File: src/hdl/parallel_port_pkg.sv
// Constants and types shared by the dual parallel port adapter
package parallel_port_pkg;

  // ----------------------------------------------------------------
  // Register select codes
  // ----------------------------------------------------------------
  localparam logic [3:0] REG_PORT_B = 4'h0;
  localparam logic [3:0] REG_PORT_A = 4'h1;
  localparam logic [3:0] REG_DIR_B = 4'h2;
  localparam logic [3:0] REG_DIR_A = 4'h3;
  localparam logic [3:0] REG_AUX_CTRL = 4'hB;
  localparam logic [3:0] REG_PERIPH_CTRL = 4'hC;
  localparam logic [3:0] REG_IRQ_FLAGS = 4'hD;
  localparam logic [3:0] REG_IRQ_ENABLE = 4'hE;
  localparam logic [3:0] REG_PORT_A_QUIET = 4'hF;

  // ----------------------------------------------------------------
  // Reset values
  // ----------------------------------------------------------------
  localparam logic [7:0] RESET_BYTE = 8'h00;
  localparam logic [6:0] RESET_FLAGS = 7'h00;

  // ----------------------------------------------------------------
  // Auxiliary control fields
  // ----------------------------------------------------------------
  localparam int AUX_LATCH_A = 0;
  localparam int AUX_LATCH_B = 1;

  // ----------------------------------------------------------------
  // Peripheral control fields
  // ----------------------------------------------------------------
  localparam int PC_A_IN_EDGE = 0;
  localparam int PC_A_IO_LSB = 1;
  localparam int PC_B_IN_EDGE = 4;
  localparam int PC_B_IO_LSB = 5;

  // ----------------------------------------------------------------
  // Interrupt flag and enable positions
  // ----------------------------------------------------------------
  localparam int FLAG_A_IO = 0;
  localparam int FLAG_A_IN = 1;
  localparam int FLAG_B_IO = 3;
  localparam int FLAG_B_IN = 4;
  localparam int IER_SET_BIT = 7;

  // ----------------------------------------------------------------
  // Capture buffer
  // ----------------------------------------------------------------
  localparam int CAPTURE_DEPTH = 8;

  // Bit 0 selects the edge in the input modes
  typedef enum logic [2:0] {
    CTL_IN_FALL = 3'b000,
    CTL_IN_RISE = 3'b001,
    CTL_HANDSHAKE = 3'b100,
    CTL_PULSE = 3'b101,
    CTL_MANUAL_LOW = 3'b110,
    CTL_MANUAL_HIGH = 3'b111
  } ctl_mode_t;

endpackage

File: src/hdl/capture_fifo.sv
// Small synchronous FIFO with valid/ready on both sides
module capture_fifo #(
  parameter int WIDTH = 8,
  parameter int DEPTH = 8
) (
  input wire logic clk,
  input wire logic rst_n,
  input wire logic in_valid,
  output logic in_ready,
  input wire logic [WIDTH-1:0] in_data,
  output logic out_valid,
  input wire logic out_ready,
  output logic [WIDTH-1:0] out_data
);

  localparam int AW = $clog2(DEPTH);

  logic [WIDTH-1:0] mem [DEPTH];
  logic [AW:0] wr_ptr;
  logic [AW:0] rd_ptr;
  wire push = in_valid && in_ready;
  wire pop = out_valid && out_ready;

  // Depth must be a power of two for the wrap bit to work
  assign in_ready = !((wr_ptr[AW] != rd_ptr[AW]) &&
                      (wr_ptr[AW-1:0] == rd_ptr[AW-1:0]));
  assign out_valid = (wr_ptr != rd_ptr);
  assign out_data = mem[rd_ptr[AW-1:0]];

  always_ff @(posedge clk) begin
    if (push) begin
      mem[wr_ptr[AW-1:0]] <= in_data;
    end
  end

  always_ff @(posedge clk or negedge rst_n) begin
    if (!rst_n) begin
      wr_ptr <= '0;
      rd_ptr <= '0;
    end else begin
      if (push) begin
        wr_ptr <= wr_ptr + 1'b1;
      end
      if (pop) begin
        rd_ptr <= rd_ptr + 1'b1;
      end
    end
  end

endmodule // capture_fifo

File: src/hdl/dual_parallel_port.sv
// Processor bus interface and two handshaking 8-bit parallel ports
module dual_parallel_port
  import parallel_port_pkg::*;
#(
  parameter int CAPTURE_WORDS = parallel_port_pkg::CAPTURE_DEPTH
) (
  input wire logic clk,
  input wire logic rst_n,
  input wire logic phase_two,
  input wire logic select_high_input,
  input wire logic select_low_input_n,
  input wire logic read_not_write,
  input wire logic reg_sel_bit0,
  input wire logic reg_sel_bit1,
  input wire logic reg_sel_bit2,
  input wire logic reg_sel_bit3,
  input wire logic [7:0] host_data_bus_in,
  output logic [7:0] host_data_bus_out,
  output logic host_data_bus_oe,
  output logic irq_n_out,
  output logic irq_n_oe,
  input wire logic [7:0] port_a_pins_in,
  output logic [7:0] port_a_pins_out,
  output logic [7:0] port_a_pins_oe,
  input wire logic [7:0] port_b_pins_in,
  output logic [7:0] port_b_pins_out,
  output logic [7:0] port_b_pins_oe,
  input wire logic ctrl_a_in,
  input wire logic ctrl_a_io_in,
  output logic ctrl_a_io_out,
  output logic ctrl_a_io_oe,
  input wire logic ctrl_b_in,
  input wire logic ctrl_b_io_in,
  output logic ctrl_b_io_out,
  output logic ctrl_b_io_oe,
  output logic port_a_capture_ready,
  input wire logic timer_output_enable,
  input wire logic timer_output_level,
  output logic pulse_count_strobe,
  input wire logic serial_owns_ctrl_b,
  input wire logic serial_data_drive,
  input wire logic serial_data_out,
  output logic serial_clock_in,
  output logic serial_data_in
);

  import parallel_port_pkg::*;

  // ----------------------------------------------------------------
  // Helpers
  // ----------------------------------------------------------------
  function automatic logic edge_hit(input logic prev, input logic cur,
                                    input logic rising);
    edge_hit = rising ? (!prev && cur) : (prev && !cur);
  endfunction

  function automatic logic mode_drives(input logic [2:0] mode);
    mode_drives = mode[2];
  endfunction

  // ----------------------------------------------------------------
  // Registers
  // ----------------------------------------------------------------
  logic [7:0] port_a_output_value;
  logic [7:0] port_b_output_value;
  logic [7:0] port_a_direction;
  logic [7:0] port_b_direction;
  logic [7:0] aux_ctrl;
  logic [7:0] periph_ctrl;
  logic [6:0] irq_flags;
  logic [6:0] irq_enable;
  logic [7:0] hold_data;
  logic [3:0] hold_addr;
  logic hold_write;
  logic hold_valid;
  logic phase_two_q;
  logic ctrl_a_in_q;
  logic ctrl_b_in_q;
  logic ctrl_a_io_q;
  logic ctrl_b_io_q;
  logic pulse_pin_q;
  logic ctrl_a_level;
  logic ctrl_b_level;
  logic [7:0] port_b_frozen;

  // ----------------------------------------------------------------
  // Chip access decode
  // ----------------------------------------------------------------
  wire [3:0] reg_sel = {reg_sel_bit3, reg_sel_bit2, reg_sel_bit1,
                        reg_sel_bit0};
  wire chip_sel = select_high_input && !select_low_input_n;
  wire access_now = chip_sel && phase_two;
  // Commit at the falling phase-two edge so pins change cleanly
  wire phase_two_fall = phase_two_q && !phase_two;
  wire commit = hold_valid && phase_two_fall;
  wire commit_wr = commit && hold_write;
  wire commit_rd = commit && !hold_write;
  wire [7:0] next_data = hold_data;

  wire hit_port_b = (hold_addr == REG_PORT_B);
  wire hit_port_a = (hold_addr == REG_PORT_A);
  wire hit_port_a_quiet = (hold_addr == REG_PORT_A_QUIET);
  wire hit_dir_b = (hold_addr == REG_DIR_B);
  wire hit_dir_a = (hold_addr == REG_DIR_A);
  wire hit_aux = (hold_addr == REG_AUX_CTRL);
  wire hit_periph = (hold_addr == REG_PERIPH_CTRL);
  wire hit_flags = (hold_addr == REG_IRQ_FLAGS);
  wire hit_enable = (hold_addr == REG_IRQ_ENABLE);

  wire port_a_access = commit && (hit_port_a || hit_port_a_quiet);
  wire port_a_shake = commit && hit_port_a;
  wire port_b_access = commit && hit_port_b;
  wire port_b_shake = commit_wr && hit_port_b;

  // ----------------------------------------------------------------
  // Mode fields
  // ----------------------------------------------------------------
  wire latch_a = aux_ctrl[AUX_LATCH_A];
  wire latch_b = aux_ctrl[AUX_LATCH_B];
  wire a_in_rise = periph_ctrl[PC_A_IN_EDGE];
  wire b_in_rise = periph_ctrl[PC_B_IN_EDGE];
  wire [2:0] a_io_mode = periph_ctrl[PC_A_IO_LSB +: 3];
  wire [2:0] b_io_mode = periph_ctrl[PC_B_IO_LSB +: 3];

  // ----------------------------------------------------------------
  // Control line edges
  // ----------------------------------------------------------------
  wire a_in_edge = edge_hit(ctrl_a_in_q, ctrl_a_in, a_in_rise);
  wire a_io_edge = !mode_drives(a_io_mode) &&
                   edge_hit(ctrl_a_io_q, ctrl_a_io_in, a_io_mode[0]);
  // Shifter takes both port B control lines when it runs
  wire b_in_edge = !serial_owns_ctrl_b &&
                   edge_hit(ctrl_b_in_q, ctrl_b_in, b_in_rise);
  wire b_io_edge = !serial_owns_ctrl_b && !mode_drives(b_io_mode) &&
                   edge_hit(ctrl_b_io_q, ctrl_b_io_in, b_io_mode[0]);

  // ----------------------------------------------------------------
  // Port A capture buffer
  // ----------------------------------------------------------------
  wire capture_valid;
  wire [7:0] capture_data;
  wire capture_push = latch_a && a_in_edge;
  wire capture_pop = latch_a && commit_rd && hit_port_a;

  capture_fifo #(
    .WIDTH(8),
    .DEPTH(CAPTURE_WORDS)
  ) u_capture (
    .clk(clk),
    .rst_n(rst_n),
    .in_valid(capture_push),
    .in_ready(port_a_capture_ready),
    .in_data(port_a_pins_in),
    .out_valid(capture_valid),
    .out_ready(capture_pop),
    .out_data(capture_data)
  );

  // ----------------------------------------------------------------
  // Input registers
  // ----------------------------------------------------------------
  // Unlatched reads see the live pins; port B output bits read the output register
  wire [7:0] port_a_input_value = latch_a ? capture_data
                                          : port_a_pins_in;
  wire [7:0] port_b_live = (port_b_pins_in & ~port_b_direction) |
                           (port_b_output_value & port_b_direction);
  wire port_b_hold = latch_b && irq_flags[FLAG_B_IN];
  wire [7:0] port_b_input_value = port_b_hold ? port_b_frozen
                                              : port_b_live;

  // ----------------------------------------------------------------
  // Interrupt flags
  // ----------------------------------------------------------------
  logic [6:0] flag_set;
  logic [6:0] flag_clr;
  always_comb begin
    flag_set = '0;
    flag_set[FLAG_A_IN] = a_in_edge;
    flag_set[FLAG_A_IO] = a_io_edge;
    flag_set[FLAG_B_IN] = b_in_edge;
    flag_set[FLAG_B_IO] = b_io_edge;
    flag_clr = (commit_wr && hit_flags) ? next_data[6:0] : 7'h00;
    if (port_a_access) begin
      flag_clr[FLAG_A_IN] = 1'b1;
      flag_clr[FLAG_A_IO] = 1'b1;
    end
    if (port_b_access) begin
      flag_clr[FLAG_B_IN] = 1'b1;
      flag_clr[FLAG_B_IO] = 1'b1;
    end
  end
  // A new event beats a clear in the same cycle
  wire [6:0] next_flags = (irq_flags & ~flag_clr) | flag_set;
  wire irq_active = |(irq_flags & irq_enable);

  // ----------------------------------------------------------------
  // Read data selection
  // ----------------------------------------------------------------
  logic [7:0] read_mux;
  always_comb begin
    case (reg_sel)
      REG_PORT_B: read_mux = port_b_input_value;
      REG_PORT_A: read_mux = port_a_input_value;
      REG_PORT_A_QUIET: read_mux = port_a_input_value;
      REG_DIR_B: read_mux = port_b_direction;
      REG_DIR_A: read_mux = port_a_direction;
      REG_AUX_CTRL: read_mux = aux_ctrl;
      REG_PERIPH_CTRL: read_mux = periph_ctrl;
      REG_IRQ_FLAGS: read_mux = {irq_active, irq_flags};
      REG_IRQ_ENABLE: read_mux = {1'b1, irq_enable};
      default: read_mux = RESET_BYTE;
    endcase
  end

  // ----------------------------------------------------------------
  // Bus side: holding register and read drive
  // ----------------------------------------------------------------
  assign host_data_bus_oe = access_now && read_not_write;

  always_ff @(posedge clk or negedge rst_n) begin
    if (!rst_n) begin
      host_data_bus_out <= RESET_BYTE;
      phase_two_q <= 1'b0;
    end else begin
      host_data_bus_out <= read_mux;
      phase_two_q <= phase_two;
    end
  end

  // Address and data are sampled through the whole high phase
  always_ff @(posedge clk or negedge rst_n) begin
    if (!rst_n) begin
      hold_data <= RESET_BYTE;
      hold_addr <= 4'h0;
      hold_write <= 1'b0;
      hold_valid <= 1'b0;
    end else if (access_now) begin
      hold_data <= host_data_bus_in;
      hold_addr <= reg_sel;
      hold_write <= !read_not_write;
      hold_valid <= 1'b1;
    end else if (!phase_two) begin
      hold_valid <= 1'b0;
    end
  end

  // ----------------------------------------------------------------
  // Register file
  // ----------------------------------------------------------------
  always_ff @(posedge clk or negedge rst_n) begin
    if (!rst_n) begin
      port_a_output_value <= RESET_BYTE;
      port_b_output_value <= RESET_BYTE;
      port_a_direction <= RESET_BYTE;
      port_b_direction <= RESET_BYTE;
      aux_ctrl <= RESET_BYTE;
      periph_ctrl <= RESET_BYTE;
    end else if (commit_wr) begin
      if (hit_port_a || hit_port_a_quiet) begin
        port_a_output_value <= next_data;
      end
      if (hit_port_b) begin
        port_b_output_value <= next_data;
      end
      if (hit_dir_a) begin
        port_a_direction <= next_data;
      end
      if (hit_dir_b) begin
        port_b_direction <= next_data;
      end
      if (hit_aux) begin
        aux_ctrl <= next_data;
      end
      if (hit_periph) begin
        periph_ctrl <= next_data;
      end
    end
  end

  always_ff @(posedge clk or negedge rst_n) begin
    if (!rst_n) begin
      irq_flags <= RESET_FLAGS;
      irq_enable <= RESET_FLAGS;
    end else begin
      irq_flags <= next_flags;
      if (commit_wr && hit_enable) begin
        irq_enable <= next_data[IER_SET_BIT] ?
                      (irq_enable | next_data[6:0]) :
                      (irq_enable & ~next_data[6:0]);
      end
    end
  end

  // ----------------------------------------------------------------
  // Edge history and port B freeze
  // ----------------------------------------------------------------
  always_ff @(posedge clk or negedge rst_n) begin
    if (!rst_n) begin
      ctrl_a_in_q <= 1'b0;
      ctrl_b_in_q <= 1'b0;
      ctrl_a_io_q <= 1'b0;
      ctrl_b_io_q <= 1'b0;
      pulse_pin_q <= 1'b0;
      port_b_frozen <= RESET_BYTE;
    end else begin
      ctrl_a_in_q <= ctrl_a_in;
      ctrl_b_in_q <= ctrl_b_in;
      ctrl_a_io_q <= ctrl_a_io_in;
      ctrl_b_io_q <= ctrl_b_io_in;
      pulse_pin_q <= port_b_pins_in[6];
      if (!port_b_hold) begin
        port_b_frozen <= port_b_live;
      end
    end
  end

  // ----------------------------------------------------------------
  // Control outputs: handshake, pulse and manual levels
  // ----------------------------------------------------------------
  always_ff @(posedge clk or negedge rst_n) begin
    if (!rst_n) begin
      ctrl_a_level <= 1'b1;
      ctrl_b_level <= 1'b1;
    end else begin
      case (a_io_mode)
        CTL_HANDSHAKE: begin
          if (port_a_shake) begin
            ctrl_a_level <= 1'b0;
          end else if (a_in_edge) begin
            ctrl_a_level <= 1'b1;
          end
        end
        CTL_PULSE: begin
          if (port_a_shake) begin
            ctrl_a_level <= 1'b0;
          end else if (phase_two_fall) begin
            ctrl_a_level <= 1'b1;
          end
        end
        CTL_MANUAL_LOW: ctrl_a_level <= 1'b0;
        CTL_MANUAL_HIGH: ctrl_a_level <= 1'b1;
        default: ctrl_a_level <= 1'b1;
      endcase
      case (b_io_mode)
        CTL_HANDSHAKE: begin
          if (port_b_shake) begin
            ctrl_b_level <= 1'b0;
          end else if (b_in_edge) begin
            ctrl_b_level <= 1'b1;
          end
        end
        CTL_PULSE: begin
          if (port_b_shake) begin
            ctrl_b_level <= 1'b0;
          end else if (phase_two_fall) begin
            ctrl_b_level <= 1'b1;
          end
        end
        CTL_MANUAL_LOW: ctrl_b_level <= 1'b0;
        CTL_MANUAL_HIGH: ctrl_b_level <= 1'b1;
        default: ctrl_b_level <= 1'b1;
      endcase
    end
  end

  assign ctrl_a_io_out = ctrl_a_level;
  assign ctrl_a_io_oe = mode_drives(a_io_mode);
  assign ctrl_b_io_out = serial_owns_ctrl_b ? serial_data_out
                                            : ctrl_b_level;
  assign ctrl_b_io_oe = serial_owns_ctrl_b ? serial_data_drive
                                           : mode_drives(b_io_mode);
  assign serial_clock_in = ctrl_b_in;
  assign serial_data_in = ctrl_b_io_in;

  // ----------------------------------------------------------------
  // Peripheral pins
  // ----------------------------------------------------------------
  assign port_a_pins_oe = port_a_direction;
  assign port_a_pins_out = port_a_output_value;
  // Timer ownership of bit 7 overrides the output register
  assign port_b_pins_oe = {port_b_direction[7] | timer_output_enable,
                           port_b_direction[6:0]};
  assign port_b_pins_out = {timer_output_enable ? timer_output_level
                                                : port_b_output_value[7],
                            port_b_output_value[6:0]};
  assign pulse_count_strobe = pulse_pin_q && !port_b_pins_in[6];

  // ----------------------------------------------------------------
  // Interrupt pin: open drain, only ever pulls low
  // ----------------------------------------------------------------
  assign irq_n_out = 1'b0;
  assign irq_n_oe = irq_active;

endmodule // dual_parallel_port

File: config.mk
export PLATFORM = sky130hd
export DESIGN_NAME = dual_parallel_port
export DESIGN_NICKNAME = d
export VERILOG_FILES = /design/src/hdl/parallel_port_pkg.sv /design/src/hdl/capture_fifo.sv /design/src/hdl/dual_parallel_port.sv
export SDC_FILE = /design/constraint.sdc
export NUM_CORES = 1
export LEC_CHECK = 0
export ABC_AREA = 0
export BUFFER_PORTS_ARGS = -buffer_cell sky130_fd_sc_hd__buf_2
export CORE_UTILIZATION = 50
export CTS_BUF_LIST = sky130_fd_sc_hd__clkbuf_2 sky130_fd_sc_hd__clkbuf_4 sky130_fd_sc_hd__clkbuf_8
export DETAILED_ROUTE_END_ITERATION = 8
export PLACE_DENSITY = 0.7
export SLEW_MARGIN = 30
export SYNTH_ARGS = -nofsm -noshare
export SYNTH_HDL_FRONTEND = slang
export SYNTH_HIERARCHICAL = 1
export SYNTH_SLANG_ARGS = --single-unit
File: constraint.sdc
create_clock -name clk -period 5.12 [get_ports clk]
set_input_delay 1.024 -clock clk [delete_from_list [all_inputs] [get_ports clk]]
set_output_delay 1.024 -clock clk [all_outputs]
set_load 0.02 [all_outputs]
==> run summary <==
The core region is 15370 um^2. Overall power consumption after layout is estimated at 3.214 mW. The maximum fanout along the worst path was 21.

The tools report the length of the first detailed-routing pass in iterations as 7. The tools report the final wirelength as 17.85 mm. The tools report the arrival time of data at the critical path endpoint as 2.65 ns. All-layer global routing usage: 23.68%. After the first detailed-routing iteration, the DRC count stood at 401. Setup violations remaining at the end of the flow were counted as 0. The initial utilization of the core area, before any placement, comes to 51.62%. The routed design could run at a clock period as short as 3.675 ns.

Clock tree synthesis inserted a total of 17 buffers. The synthesized netlist occupies a cell area of 7935 um^2. Cell depth of the worst min-delay path: 1. Of the total power, the share spent switching nets is 26.23%.

The area of placed instances is 8422 um^2, and the worst stage delay on the critical path is 0.93 ns. After the last flow step, the layout net total stands at 663. Wire length of the first global-routing pass: 28.49 mm. The tools report the critical path startpoint category as a flip-flop. Clock tree synthesis found a total of 172 sinks. The tools report the proportion of power drawn by combinational gates as 12.7%. The slowest stage of the critical path is the dfrtp_1 cell. After layout, the worst path uses 71.77% of the clock period.

Summing all non-filler instances in the final layout gives an area of 8919 um^2. For the total count of hold-check failures in the final report, the log shows 0. Post-CTS timing repair inserted 0 buffers for setup. The run gives 76 as the largest net degree at the start of global routing. In this run the remaining antenna-violating nets after routing total 0.

The final max-slew violation count is 0. The worst setup path is captured at a primary output. In the final layout, the share of cells above drive strength 1 is 39.78%.

The relative contribution of sequential cells to total power came out at 52.0%. The diode insertion count for antenna repair is 0. The run gives 41.34% as the normalized max-slew margin.

The placement row count was 45; the number of top-level design ports was 94. For the pin with the worst max-slew slack, the measured transition is 0.8799 ns. The total of max-cap violations is 0, and the floorplan die width is 128.0 um. In this run the static leakage power is 3.812 nW. The tools report the worst reg-to-reg setup slack as 2.48 ns.

Tracing the worst setup path back leads to its startpoint at u_capture/rd_ptr[1]. The logs give 843.2 uW for the switching power and 16380 um^2 for the area of the die. The signed area change from the synthesized netlist to the final layout came out at 12.39%. Synthesis produced a netlist whose cell count is 542. In the final routed layout, each cell accounts on average for 21.20 um.

The buffer and inverter count on the worst path came out at 2. Setup repair after global routing left no endpoint under its margin. After detailed routing, the number of remaining DRC violations is 0. The depth of the worst register-to-register path came out at 3. After clock tree synthesis, the clock-pin slew on the worst setup and hold paths is 0.09 ns. The congestion estimate from routability-driven global placement came to 0.8901. Dividing the synthesized area by the synthesized cell count gives 14.64 um^2. For this design the ratio of total power to cell area is 360.4 nW/um^2. The initial antenna violation count was 0; the post-detailed-placement half-perimeter wirelength was 12.54 mm. The endpoint with the worst hold slack was port_a_pins_out[6]. Adding up every negative setup slack in the final design gives 0 ns. The leading cell type in the layout, fill and taps excluded was dfrtp_1. The total of hold buffers inserted after clock tree synthesis is 0. The total number of vias is 4977.

Across all hold checks on the routed design, the worst slack comes to 0.5082 ns. Counting every net in the synthesized netlist gives 587. Leaving out fill and tap cells, the most frequent cells in the layout are 106 x dfrtp_1, 91 x buf_2, 78 x mux2_2.

Yosys printed 6 warnings. Height of the chip: 128.0 um. The end of the worst register-to-register path is u_capture/mem[7][5]. The worst hold path begins at port_a_pins_out[6]. The root buffer cell chosen for the clock tree is clkbuf_8. Kind of critical path: flip-flop to primary output. In this run the deepest clock path goes through 2 buffers. Port buffering added 92 buffers. The H-tree generated during clock tree synthesis spans 4 levels.

TritonCTS built the clock tree. The tools report the startpoint of the most critical register-to-register path as u_capture/rd_ptr[1]. For the fraction of power consumed by the clock network, the log shows 35.3%.

The largest vdd supply drop was 0.2002 mV; the clock latency on the worst-skew pair was 0.46 ns. The internal power was 2.371 mW. Post-CTS repair changed the size of 0 cells. Traced cell by cell, the critical path runs through xor2_2, nor4_2, inv_1, buf_2.

The classification of the worst-slack hold path was flip-flop to flip-flop. The required time at the endpoint of the critical path is 4.10 ns. The largest clock skew in the final design was 0.01423 ns.

The via count of the first global-routing pass is 5029. For this run, the top clock speed supported by timing is 272.1 MHz. The cell family with the largest share of critical-path delay is flip-flops. The run finished with clean final reports.

For the overflow left after global routing, the log shows 0. The via count normalized by instance count was 5.911.
metrics by stage:
step | setup WS (ns) | cells | utilization [%]
floorplan | 2.022 | 542 | -
detailed placement | 1.638 | 810 | 54.79
CTS | 1.434 | 842 | 57.93
global placement | 1.774 | 810 | 54.76
finish | 1.445 | 842 | 58.02
global route | 1.213 | 842 | 58.02
routing by layer:
metal,share of wire [%],GRT usage (%)
met5,0,0
met4,1.6,8.443
met3,6.7,5.259
met2,46,35.97
met1,45,33.70
state kept, by name, summed over array words and instances, names as in the netlist, 4 cells and up, named ones only:
signal / cells
aux_ctrl: 8
hold_addr: 4
hold_data: 8
host_data_bus_out: 8
irq_flags: 7
periph_ctrl: 8
port_a_pins_oe: 8
port_a_pins_out: 8
port_b_direction: 8
port_b_frozen: 8
port_b_output_value: 8
u_capture/mem: 64
u_capture/rd_ptr: 4
u_capture/wr_ptr: 4
cell type report:
class	instances	area [um^2]
repair buffers	96	496.7
well taps	211	264.0
fillers	1233	6452
multi-input cells	322	3014
inverters	9	33.78
clock buffers	21	270.3
clock inverters	11	212.7
flip-flops and latches	172	4627
worst max-delay path by stage:
stage | to | slack, ns | cells past startpoint
6_report | port_a_capture_ready | 1.45 | 4
5_1_grt | port_a_capture_ready | 1.21 | 4
4_1_cts | port_a_capture_ready | 1.43 | 4
3_5_place_dp | u_capture/mem[0][4] | 1.64 | 7
3_3_place_gp | u_capture/mem[0][7] | 1.77 | 7
2_1_floorplan | u_capture/mem[4][0] | 2.02 | 5
power by group through the flow:
stage | Sequential (mW) | Clock (mW) | Combinational (mW)
2_1_floorplan | 1.67 | 0 | 0.288
3_3_place_gp | 1.69 | 0 | 0.399
3_5_place_dp | 1.70 | 0 | 0.408
4_1_cts | 1.67 | 1.15 | 0.410
5_1_grt | 1.69 | 1.21 | 0.442
6_report | 1.67 | 1.13 | 0.407
Note: power is estimated with default switching activity, not from simulation.
